$ cat src/rtl/clkdiv_consts.svh
// Register indices, field positions, reset values and ratio limits of the clock divider block.
`ifndef CLKDIV_CONSTS_SVH
`define CLKDIV_CONSTS_SVH

// ********
// Register indices (byte address is four times the index)
// ********
`define IDX_SECOND_LOW 8'h3D
`define IDX_ANALOG_NM 8'h3E
`define IDX_CORE_EN 8'h44
`define IDX_PORT_EN 8'h45
`define IDX_CLKOUT_SRC 8'h46
`define IDX_CLOCK_OUTPUT_RATIO 8'h47
`define IDX_SECOND_HIGH 8'h60
`define IDX_CONTROL 8'h61
`define IDX_STATUS 8'h62

// ********
// Reset values
// ********
`define RST_SECOND_LOW 8'h01
`define RST_SECOND_HIGH 1'h0
`define RST_ANALOG_NM 6'h01
`define RST_CORE_EN 3'h0
`define RST_PORT_EN 8'h00
`define RST_CLKOUT_SRC 3'h0
`define RST_CLOCK_OUTPUT_RATIO 8'h01
`define RST_CONTROL 1'h0

// ********
// Field positions
// ********
`define BIT_N_EN 2
`define BIT_M_EN 1
`define BIT_PDM_EN 0
`define BIT_MOD_EN 4
`define BIT_FIRST_BCLK_EN 3
`define BIT_SECOND_BCLK_EN 2
`define BIT_FIRST_FS_EN 1
`define BIT_SECOND_FS_EN 0
`define BIT_CLKOUT_EN 7
`define MSB_CLKOUT_RATIO 6

// ********
// Ratio decoding for a zero code and source selector codes
// ********
`define ZERO_RATIO_SECOND 10'h200
`define ZERO_RATIO_ANALOG 10'h040
`define ZERO_RATIO_CLKOUT 10'h080
`define SRC_PLL 3'h0
`define SRC_FIRST_BCLK 3'h1
`define SRC_SECOND_BCLK 3'h2
`define SRC_CONTROL 3'h3
`define SRC_OSC 3'h4
`define SRC_DSP 3'h5
`define NUM_DIVIDERS 10

`endif

$ cat src/rtl/clkdiv_pkg.sv
// Types shared by the clock divider block.
package clkdiv_pkg;

    typedef enum {
        SEL_NONE,
        SEL_SECOND_LOW,
        SEL_ANALOG_NM,
        SEL_CORE_EN,
        SEL_PORT_EN,
        SEL_CLKOUT_SRC,
        SEL_CLOCK_OUTPUT_RATIO,
        SEL_SECOND_HIGH,
        SEL_CONTROL,
        SEL_STATUS
    } reg_sel_t;

    typedef struct packed {
        logic [7:0] second_low;
        logic second_high;
        logic [5:0] analog_ratio;
        logic [2:0] core_en;
        logic [7:0] port_en;
        logic [2:0] clkout_sel;
        logic [7:0] clock_output_ratio;
        logic auto_detect;
        logic pready;
        logic pslverr;
        logic [31:0] prdata;
    } regs_t;

endpackage : clkdiv_pkg

$ cat src/rtl/ratio_divider.sv
// One gated divider that counts rising edges of a sampled source clock.
`timescale 1ns/1ps
module ratio_divider #(
    parameter int RATIO_W = 10
) (
    // Clock and reset
    input wire logic pclk,
    input wire logic presetn,
    // Control
    input wire logic enable,
    input wire logic [RATIO_W-1:0] ratio,
    // Source and divided clock
    input wire logic source,
    output logic div_clk
);

    typedef struct packed {
        logic [RATIO_W-1:0] cnt;
        logic src_q;
        logic div_clk;
    } div_state_t;

    div_state_t state;
    div_state_t next_state;
    logic [RATIO_W-1:0] last;
    logic [RATIO_W-1:0] half;

    if (RATIO_W < 2) begin : g_bad_width
        $error("ratio_divider needs a ratio width of at least 2");
    end

    assign last = ratio - RATIO_W'(1);
    assign half = ratio >> 1;

    always_comb begin
        next_state = state;
        next_state.src_q = source;
        if (!enable) begin
            // A stopped divider parks low with a cleared count so it restarts cleanly.
            next_state.cnt = '0;
            next_state.div_clk = 1'b0;
        end else if (ratio == RATIO_W'(1)) begin
            next_state.cnt = '0;
            next_state.div_clk = source;
        end else if (source && !state.src_q) begin
            // A count beyond the ratio after a reprogram reloads to zero on the next source rising edge.
            if (state.cnt >= last) begin
                next_state.cnt = '0;
            end else begin
                next_state.cnt = state.cnt + RATIO_W'(1);
            end
            next_state.div_clk = (next_state.cnt < half);
        end
    end

    always_ff @(posedge pclk or negedge presetn) begin
        if (!presetn) begin
            state <= '0;
        end else begin
            state <= next_state;
        end
    end

    assign div_clk = state.div_clk;

endmodule : ratio_divider

$ cat src/rtl/audio_clock_divider_and_clkout.sv
// Register file and divider bank for the audio clock dividers and clock output.
// ****************************************************************
// Overview of operation
// Second port low field; zero divides by 512
// Top second port code divides by 511
// Separate high bit extends second port ratio
// Auto detection replaces programmed ratio fields
// Analog ratio six bits; zero means 64
// N, M, PDM enables, reset off
// Modulator divider runs only when bit 4
// First port bit clock enable bit 3
// Second port bit clock enable bit 2
// First port frame enable bit 1
// Second port frame enable bit 0
// Three bit clock output source selector
// Software avoids reserved selector codes 6, 7
// Clock output enable bit 7, reset off
// Clock output ratio seven bits; zero 128
// Software writes reserved bits with reset values
// Output period equals ratio times source period
// Disabled divider holds low, clears count
// ****************************************************************
`timescale 1ns/1ps
`include "clkdiv_consts.svh"
module audio_clock_divider_and_clkout #(
    parameter int ADDR_W = 12,
    parameter int RATIO_W = 10
) (
    // APB clock and reset
    input wire logic pclk,
    input wire logic presetn,
    // APB slave
    input wire logic psel,
    input wire logic penable,
    input wire logic pwrite,
    input wire logic [ADDR_W-1:0] paddr,
    input wire logic [31:0] pwdata,
    output logic [31:0] prdata,
    output logic pready,
    output logic pslverr,
    // Sampled source clocks
    input wire logic pll_clk,
    input wire logic first_port_bitclk_in,
    input wire logic second_port_bitclk_in,
    input wire logic control_port_clock,
    input wire logic osc_clk,
    input wire logic dsp_clk,
    // Ratios held outside this block
    input wire logic [8:0] n_ratio,
    input wire logic [8:0] m_ratio,
    input wire logic [8:0] pulse_density_ratio,
    input wire logic [8:0] modulator_ratio,
    input wire logic [8:0] first_port_bitclk_ratio,
    input wire logic [8:0] first_port_frame_ratio,
    input wire logic [8:0] second_port_frame_ratio,
    // Ratios from the clock detector, used in automatic mode
    input wire logic [8:0] auto_second_bitclk_ratio,
    input wire logic [5:0] auto_analog_ratio,
    // Divided clocks
    output logic n_divider_clk,
    output logic m_divider_clk,
    output logic pulse_density_clk,
    output logic modulator_clk,
    output logic first_port_bitclk,
    output logic second_port_bitclk,
    output logic first_port_frame,
    output logic second_port_frame,
    output logic analog_divider_clk,
    output logic clock_output
);
    import clkdiv_pkg::*;

    // ****************************************************************
    // Elaboration checks
    // ****************************************************************
    if (ADDR_W < 10 || ADDR_W > 32) begin : g_bad_addr
        $error("ADDR_W must cover the register map and fit 32 bits");
    end
    if (RATIO_W != 10) begin : g_bad_ratio
        $error("RATIO_W must be 10 to hold a ratio of 512");
    end

    // ****************************************************************
    // Functions
    // ****************************************************************
    function automatic reg_sel_t decode_sel(input logic [ADDR_W-1:0] addr);
        logic [ADDR_W-1:0] idx;
        idx = addr >> 2;
        decode_sel = SEL_NONE;
        if (addr[1:0] == 2'h0) begin
            case (idx)
                ADDR_W'(`IDX_SECOND_LOW): decode_sel = SEL_SECOND_LOW;
                ADDR_W'(`IDX_ANALOG_NM): decode_sel = SEL_ANALOG_NM;
                ADDR_W'(`IDX_CORE_EN): decode_sel = SEL_CORE_EN;
                ADDR_W'(`IDX_PORT_EN): decode_sel = SEL_PORT_EN;
                ADDR_W'(`IDX_CLKOUT_SRC): decode_sel = SEL_CLKOUT_SRC;
                ADDR_W'(`IDX_CLOCK_OUTPUT_RATIO): decode_sel = SEL_CLOCK_OUTPUT_RATIO;
                ADDR_W'(`IDX_SECOND_HIGH): decode_sel = SEL_SECOND_HIGH;
                ADDR_W'(`IDX_CONTROL): decode_sel = SEL_CONTROL;
                ADDR_W'(`IDX_STATUS): decode_sel = SEL_STATUS;
                default: decode_sel = SEL_NONE;
            endcase
        end
    endfunction : decode_sel

    // A zero code stands for the largest ratio of its field.
    function automatic logic [9:0] decode_ratio(input logic [8:0] code,
                                                input logic [9:0] zero_ratio);
        if (code == 9'h000) begin
            decode_ratio = zero_ratio;
        end else begin
            decode_ratio = {1'b0, code};
        end
    endfunction : decode_ratio

    // ****************************************************************
    // Register state
    // ****************************************************************
    regs_t state;
    regs_t next_state;
    reg_sel_t sel;
    logic access;
    logic commit;
    logic [RATIO_W-1:0] ratio [`NUM_DIVIDERS];
    logic enable [`NUM_DIVIDERS];
    logic source [`NUM_DIVIDERS];
    logic div_out [`NUM_DIVIDERS];
    logic [8:0] second_code;
    logic [5:0] analog_code;
    logic clkout_source;

    assign sel = decode_sel(paddr);
    // The answer comes one cycle into the access phase; the write lands on the next edge, which completes the transfer.
    assign access = psel && penable;
    assign commit = access && state.pready;

    // ****************************************************************
    // APB register file
    // ****************************************************************
    always_comb begin
        next_state = state;
        next_state.pready = access && !state.pready;
        if (access && !state.pready) begin
            next_state.pslverr = (sel == SEL_NONE);
            next_state.prdata = 32'h0000_0000;
            if (!pwrite) begin
                case (sel)
                    SEL_SECOND_LOW: begin
                        next_state.prdata[7:0] = state.second_low;
                    end
                    SEL_ANALOG_NM: begin
                        next_state.prdata[5:0] = state.analog_ratio;
                    end
                    SEL_CORE_EN: begin
                        next_state.prdata[2:0] = state.core_en;
                    end
                    SEL_PORT_EN: begin
                        next_state.prdata[7:0] = state.port_en;
                    end
                    SEL_CLKOUT_SRC: begin
                        next_state.prdata[2:0] = state.clkout_sel;
                    end
                    SEL_CLOCK_OUTPUT_RATIO: begin
                        next_state.prdata[7:0] = state.clock_output_ratio;
                    end
                    SEL_SECOND_HIGH: begin
                        next_state.prdata[0] = state.second_high;
                    end
                    SEL_CONTROL: begin
                        next_state.prdata[0] = state.auto_detect;
                    end
                    SEL_STATUS: begin
                        for (int i = 0; i < `NUM_DIVIDERS; i++) begin
                            next_state.prdata[i] = div_out[i];
                        end
                    end
                    default: begin
                        next_state.prdata = 32'h0000_0000;
                    end
                endcase
            end
        end else if (!access) begin
            next_state.pslverr = 1'b0;
            next_state.prdata = 32'h0000_0000;
        end
        if (commit && pwrite) begin
            // Read-only reserved bits are not stored and always read as zero.
            case (sel)
                SEL_SECOND_LOW: begin
                    next_state.second_low = pwdata[7:0];
                end
                SEL_ANALOG_NM: begin
                    next_state.analog_ratio = pwdata[5:0];
                end
                SEL_CORE_EN: begin
                    next_state.core_en = pwdata[2:0];
                end
                SEL_PORT_EN: begin
                    // Upper reserved bits are kept as written; software keeps them zero.
                    next_state.port_en = pwdata[7:0];
                end
                SEL_CLKOUT_SRC: begin
                    next_state.clkout_sel = pwdata[2:0];
                end
                SEL_CLOCK_OUTPUT_RATIO: begin
                    next_state.clock_output_ratio = pwdata[7:0];
                end
                SEL_SECOND_HIGH: begin
                    next_state.second_high = pwdata[0];
                end
                SEL_CONTROL: begin
                    next_state.auto_detect = pwdata[0];
                end
                default: begin
                    next_state.auto_detect = state.auto_detect;
                end
            endcase
        end
    end

    always_ff @(posedge pclk or negedge presetn) begin
        if (!presetn) begin
            state.second_low <= `RST_SECOND_LOW;
            state.second_high <= `RST_SECOND_HIGH;
            state.analog_ratio <= `RST_ANALOG_NM;
            state.core_en <= `RST_CORE_EN;
            state.port_en <= `RST_PORT_EN;
            state.clkout_sel <= `RST_CLKOUT_SRC;
            state.clock_output_ratio <= `RST_CLOCK_OUTPUT_RATIO;
            state.auto_detect <= `RST_CONTROL;
            state.pready <= 1'b0;
            state.pslverr <= 1'b0;
            state.prdata <= 32'h0000_0000;
        end else begin
            state <= next_state;
        end
    end

    assign prdata = state.prdata;
    assign pready = state.pready;
    assign pslverr = state.pslverr;

    // ****************************************************************
    // Ratio selection
    // ****************************************************************
    always_comb begin
        if (state.auto_detect) begin
            // In automatic mode the programmed second port and analog ratio fields are ignored.
            second_code = auto_second_bitclk_ratio;
            analog_code = auto_analog_ratio;
        end else begin
            second_code = {state.second_high, state.second_low};
            analog_code = state.analog_ratio;
        end
    end

    // The selector reserves 6 and 7; they feed a quiet low source.
    always_comb begin
        case (state.clkout_sel)
            `SRC_PLL: clkout_source = pll_clk;
            `SRC_FIRST_BCLK: clkout_source = first_port_bitclk_in;
            `SRC_SECOND_BCLK: clkout_source = second_port_bitclk_in;
            `SRC_CONTROL: clkout_source = control_port_clock;
            `SRC_OSC: clkout_source = osc_clk;
            `SRC_DSP: clkout_source = dsp_clk;
            default: clkout_source = 1'b0;
        endcase
    end

    // ****************************************************************
    // Divider bank wiring
    // ****************************************************************
    // Index: 0 N, 1 M, 2 PDM, 3 modulator, 4 first bit clock,
    // 5 second bit clock, 6 first frame, 7 second frame, 8 analog, 9 output.
    always_comb begin
        ratio[0] = decode_ratio(n_ratio, `ZERO_RATIO_SECOND);
        ratio[1] = decode_ratio(m_ratio, `ZERO_RATIO_SECOND);
        ratio[2] = decode_ratio(pulse_density_ratio, `ZERO_RATIO_SECOND);
        ratio[3] = decode_ratio(modulator_ratio, `ZERO_RATIO_SECOND);
        ratio[4] = decode_ratio(first_port_bitclk_ratio, `ZERO_RATIO_SECOND);
        ratio[5] = decode_ratio(second_code, `ZERO_RATIO_SECOND);
        ratio[6] = decode_ratio(first_port_frame_ratio, `ZERO_RATIO_SECOND);
        ratio[7] = decode_ratio(second_port_frame_ratio, `ZERO_RATIO_SECOND);
        ratio[8] = decode_ratio({3'h0, analog_code}, `ZERO_RATIO_ANALOG);
        ratio[9] = decode_ratio({2'h0, state.clock_output_ratio[`MSB_CLKOUT_RATIO:0]},
                                `ZERO_RATIO_CLKOUT);
    end

    always_comb begin
        enable[0] = state.core_en[`BIT_N_EN];
        enable[1] = state.core_en[`BIT_M_EN];
        enable[2] = state.core_en[`BIT_PDM_EN];
        enable[3] = state.port_en[`BIT_MOD_EN];
        enable[4] = state.port_en[`BIT_FIRST_BCLK_EN];
        enable[5] = state.port_en[`BIT_SECOND_BCLK_EN];
        enable[6] = state.port_en[`BIT_FIRST_FS_EN];
        enable[7] = state.port_en[`BIT_SECOND_FS_EN];
        // The analog divider needs both the N and M dividers running.
        enable[8] = state.core_en[`BIT_N_EN] && state.core_en[`BIT_M_EN];
        enable[9] = state.clock_output_ratio[`BIT_CLKOUT_EN];
    end

    // Frame dividers count the divided bit clocks of their own port.
    always_comb begin
        source[0] = pll_clk;
        source[1] = pll_clk;
        source[2] = dsp_clk;
        source[3] = dsp_clk;
        source[4] = dsp_clk;
        source[5] = dsp_clk;
        source[6] = div_out[4];
        source[7] = div_out[5];
        source[8] = pll_clk;
        source[9] = clkout_source;
    end

    // ****************************************************************
    // Divider bank
    // ****************************************************************
    for (genvar g = 0; g < `NUM_DIVIDERS; g++) begin : gen_div
        ratio_divider #(
            .RATIO_W(RATIO_W)
        ) u_div (
            .pclk(pclk),
            .presetn(presetn),
            .enable(enable[g]),
            .ratio(ratio[g]),
            .source(source[g]),
            .div_clk(div_out[g])
        );
    end

    assign n_divider_clk = div_out[0];
    assign m_divider_clk = div_out[1];
    assign pulse_density_clk = div_out[2];
    assign modulator_clk = div_out[3];
    assign first_port_bitclk = div_out[4];
    assign second_port_bitclk = div_out[5];
    assign first_port_frame = div_out[6];
    assign second_port_frame = div_out[7];
    assign analog_divider_clk = div_out[8];
    assign clock_output = div_out[9];

endmodule : audio_clock_divider_and_clkout

$ cat config.mk
export PLATFORM = sky130hd
export DESIGN_NAME = audio_clock_divider_and_clkout
export DESIGN_NICKNAME = d
export VERILOG_FILES = /design/src/rtl/clkdiv_pkg.sv /design/src/rtl/ratio_divider.sv /design/src/rtl/audio_clock_divider_and_clkout.sv
export VERILOG_INCLUDE_DIRS = /design/src /design/src/rtl
export SDC_FILE = /design/constraint.sdc
export NUM_CORES = 1
export LEC_CHECK = 0
export ABC_AREA = 1
export ABC_CLOCK_PERIOD_IN_PS = 12800
export BUFFER_PORTS_ARGS = -buffer_cell sky130_fd_sc_hd__clkbuf_2
export CORE_ASPECT_RATIO = 2
export CORE_MARGIN = 1
export CORE_UTILIZATION = 50
export DETAILED_ROUTE_END_ITERATION = 8
export HOLD_SLACK_MARGIN = 0.08
export PLACE_DENSITY = 0.69
export SLEW_MARGIN = 20
export SYNTH_ARGS = -nofsm -noshare
export SYNTH_HDL_FRONTEND = slang
export SYNTH_HIERARCHICAL = 1
export SYNTH_SLANG_ARGS = --single-unit
$ cat constraint.sdc
create_clock -name pclk -period 12.8 [get_ports pclk]
set_clock_uncertainty 0.2 [all_clocks]
set_input_delay 2.56 -clock pclk [delete_from_list [all_inputs] [get_ports pclk]]
set_output_delay 2.56 -clock pclk [all_outputs]
set_load 0.05 [all_outputs]
==> results.txt <==
----------------------------------------------------
[Global routing]
  Remaining global-route overflow ... 0
  Pin count of the biggest net entering global routing ... about 120
  Via count of the first global-routing pass ... ~16000
  Wire length of the first global-routing pass ... approximately 75000 um
  Number of antenna violations at the first check in global routing ... 1
  GRT Total Usage ... between 20% and 30%

[Min path]
  Type of the tightest min-delay check ... register to register
  Min-Delay Startpoint ... state[52]$_DFFE_PN0P_
  WHS Endpoint ... state[52]$_DFFE_PN0P_
  Hold Path Cell Cnt ... 2

[Place]
  Total of buffers placed on input and output ports ... 130
  Routability congestion estimate from global placement ... 0.903
  HPWL after detailed placement ... approximately 38000 um

[STA]
  Clock period minus final worst setup slack ... between 6 and 7 ns
  Final setup violation count ... 0
  Slew of the pin with the lowest slew margin ... between 0.9 and 1 ns
  Setup TNS ... 0 ns
  RSZ-0062 raised after global routing ... no
  Relative slew margins ... 33.0%
  Max-slew violations ... 0
  Number of failing hold endpoints at the final stage ... 0
  Share of the clock period used by the worst path after layout ... approximately half
  Peak clock frequency supported by timing ... approximately 160 MHz

[Worst setup path]
  Crit Path Max Fanout ... 8
  Logic depth of the worst setup path including buffers ... 27
  Crit. End Element ... register
  Critical Path Source Type ... input port
  Critical path's largest stage delay ... approximately 0.52 ns
  Slowest library cell on the worst path ... or4_1
  Critical path data required time ... roughly 13 ns
  R2R Path End ... gen_div[8].u_div/div_clk$_DFFE_PN0P_
  Class of the most critical setup path ... input port to register
  Number of buffer and inverter stages on the critical path ... 3
  WP data arrival ... 6.37 ns
  Most numerous cell on the critical path ... nand2_1
  R2r setup slk ... 7.58 ns
  Number of cells traversed by the worst register-to-register path ... 27
  R2R Path Start ... state[34]$_DFFE_PN0P_
  Crit-path leading delay family ... simple AND/OR/NAND/NOR gates

[Clock network]
  Clk Tree Root Cell ... clkbuf_16
  Total of hold buffers inserted after clock tree synthesis ... 0
  Post-cts sizing count ... 0
  CTS sink count ... 170
  TritonCTS clock tree ... done
  Num CTS Buffers ... 17
  Clock-pin slew reported for the worst setup and hold paths after clock tree synthesis ... ~0.070 ns
  Depth of the CTS H-tree ... 4
  Post-CTS repair timing setup buffer count ... 0
  Clock latency of the later-clocked register in the worst-skew pair ... 0.46 ns
  CTS max path bufs ... 2

[Die]
  Die boundary width ... 135 um
  Die area ... approximately 36000 um2
  Starting density of the core ... about 51%
  Vert. Die Dim ... 267 um
  I/O pin count ... 177
  Core Region ... ~34000 um2
  Row count ... 96

[Routing]
  Routed wire length ... roughly 46000 um
  Router iterations before antenna repair ... 5
  Total number of vias ... between 15000 and 20000
  Post-DRT Antenna Nets ... 0
  First-iteration detailed-routing DRC count ... between 600 and 700
  WL/cell ... roughly 15 um
  DRC ... 0
  Via density per instance ... roughly 5.2

[Layout]
  Finished Core Util ... a little over half
  Most frequent standard cell in the layout excluding fill and tap cells ... nand2_1
  FILL cells ... about 3400
  Synthesis-to-finish area growth ... 7.18%
  Share of final-layout standard cells stronger than drive strength 1 ... ~15%
  Top library cells by usage in the layout, fill and taps aside ... nand2_1, inv_1, nor2_1
  Net count of the finished layout ... 2936

[Power and ir drop]
  Power consumption ... ~0.0012 W
  Leakage power summed over all cells ... around 10 nW
  Largest vdd supply drop ... around 100 uV
  Power density relative to cell area ... roughly 65 nW/um2

[Synthesis]
  Synth warn ... 6
  Post-synth cell types ... 53
  Sequential fraction of the synthesis area ... 24.2%
  Average size of a mapped cell ... 6.93 um2
  Yosys reg bits ... 170
  Gate Count Post-Synth ... between 2000 and 3000
  Netlist area before placement ... around 18000 um2

[Outcome]
  Status ... finished clean

[Job]
  Max capacitance violation total ... 0

----------------------------------------------------
==> how the worst max path moves through the flow <==
stage / from / end / slack, ns
6_report: auto_analog_ratio[1] / gen_div[8].u_div/div_clk$_DFFE_PN0P_ / 6.63
5_1_grt: auto_analog_ratio[1] / gen_div[8].u_div/div_clk$_DFFE_PN0P_ / 6.35
4_1_cts: auto_analog_ratio[1] / gen_div[8].u_div/div_clk$_DFFE_PN0P_ / 6.67
3_5_place_dp: auto_analog_ratio[1] / gen_div[8].u_div/div_clk$_DFFE_PN0P_ / 6.20
3_3_place_gp: auto_analog_ratio[1] / gen_div[8].u_div/div_clk$_DFFE_PN0P_ / 6.20
2_1_floorplan: auto_analog_ratio[4] / gen_div[8].u_div/div_clk$_DFFE_PN0P_ / 7.00
==> state kept, by name, indices dropped and copies added (netlist names) <==
name	count
enable	9
gen_div.u_div/state	110
state	29
gen_div.u_div/div_clk	10
pready	1
prdata	10
pslverr	1
==> final cells by class <==
cell class | count | area, um2 | area share [%]
Antenna cell | 1 | 2.50 | 0.0133
Clock buffer | 17 | 425 | 2.26
Clock inverter | 15 | 156 | 0.829
Inverter | 507 | 1910 | 10.1
Multi-Input combinational cell | 1766 | 10900 | 57.7
Sequential cell | 170 | 4260 | 22.6
Tap cell | 441 | 552 | 2.93
Timing Repair Buffer | 131 | 667 | 3.54
==> Yosys cell counts (all sizes together) <==
master    n  area [um2]
conb      1        3.75
nor4     17         113
nand4    38         238
nor3     37         302
or4       2        15.0
dfstp     3        78.8
nor2    274        1250
a22oi     4        30.0
a21oi    50         262
mux2i     2        20.0
clkinv    1        5.00
nand2   620        2450
ha      210        2630
o41ai     1        8.76
or2       3        18.8
o31ai    10        90.1
buf      47         359
a21o     10        75.1
a21boi   10         113
o22ai    61         382
a32o      3        30.0
xnor2    10        87.6
nand3   135         801
a211oi   10        75.1
o21ai    92         547
or3      10        62.6
xor2     98         858
inv     506        1900
o32ai    10         118
a31oi     1        6.26
clkbuf   74         278
nor3b    10         125
o211ai   11        82.6
dfrtp   167        4180
==> cells by family after synthesis <==
group / count (synthesis) / share of synthesized area (%)
flops: 170 / 24.2
xor+xnor: 108 / 5.38
mux: 2 / 0.114
compound gates: 273 / 10.3
buf+inv: 628 / 14.5
simple gates: 1146 / 30.5
fa+ha+maj: 210 / 14.9
other cells: 1 / 0.0213
==> metrics by stage <==
stage | std cells | worst slack [ns] | area (um2) | hold slack (ns)
after global routing | 3048 | 6.35 | 18900 | 0.298
after global placement | 3015 | 6.20 | 18300 | 0.266
after detailed placement | 3015 | 6.20 | 18300 | 0.266
after floorplan | 2564 | 7.00 | 17700 | 0.250
final | 3048 | 6.63 | 18900 | 0.284
after CTS | 3047 | 6.67 | 18900 | 0.285
==> worst register-to-register path: stages (launching register included) <==
cell      delay, ns
dfrtp_1        0.83
inv_1          0.40
nand2_1        0.21
nand2_1        0.13
or4_1          0.51
nor3_1         0.28
inv_1          0.14
nand3_1        0.14
nor2_1         0.06
xor2_1         0.14
ha_1           0.25
nand2_1        0.08
a21oi_1        0.04
nor2_1         0.11
nand2_1        0.11
nor2_4         0.23
inv_2          0.14
nor2_1         0.14
ha_1           0.25
a21oi_1        0.14
nor2_1         0.05
a211oi_1       0.17
nor2_1         0.09
nor2_2         0.09
nand2_1        0.07
nand2_1        0.06
nand2_1        0.06
nand2_1        0.05
==> layer usage <==
layer  global-route usage (%)  part of all wire (%)
met4                     17.1                   6.0
met5                        0                     0
met2                     52.6                    56
met3                     2.99                   2.6
met1                     24.8                    36
==> report_power, final <==
| part | total, W | internal (W) | switching [W] | leakage [nW] |
|---|---|---|---|---|
| clock | 0.000525 | 0.000275 | 0.000249 | 0.286 |
| combinational | 0.000166 | 0.0000509 | 0.000115 | 7.82 |
| sequential | 0.000539 | 0.000539 | 0.000000806 | 2.34 |
No activity file was read; power rests on OpenSTA's default activity.
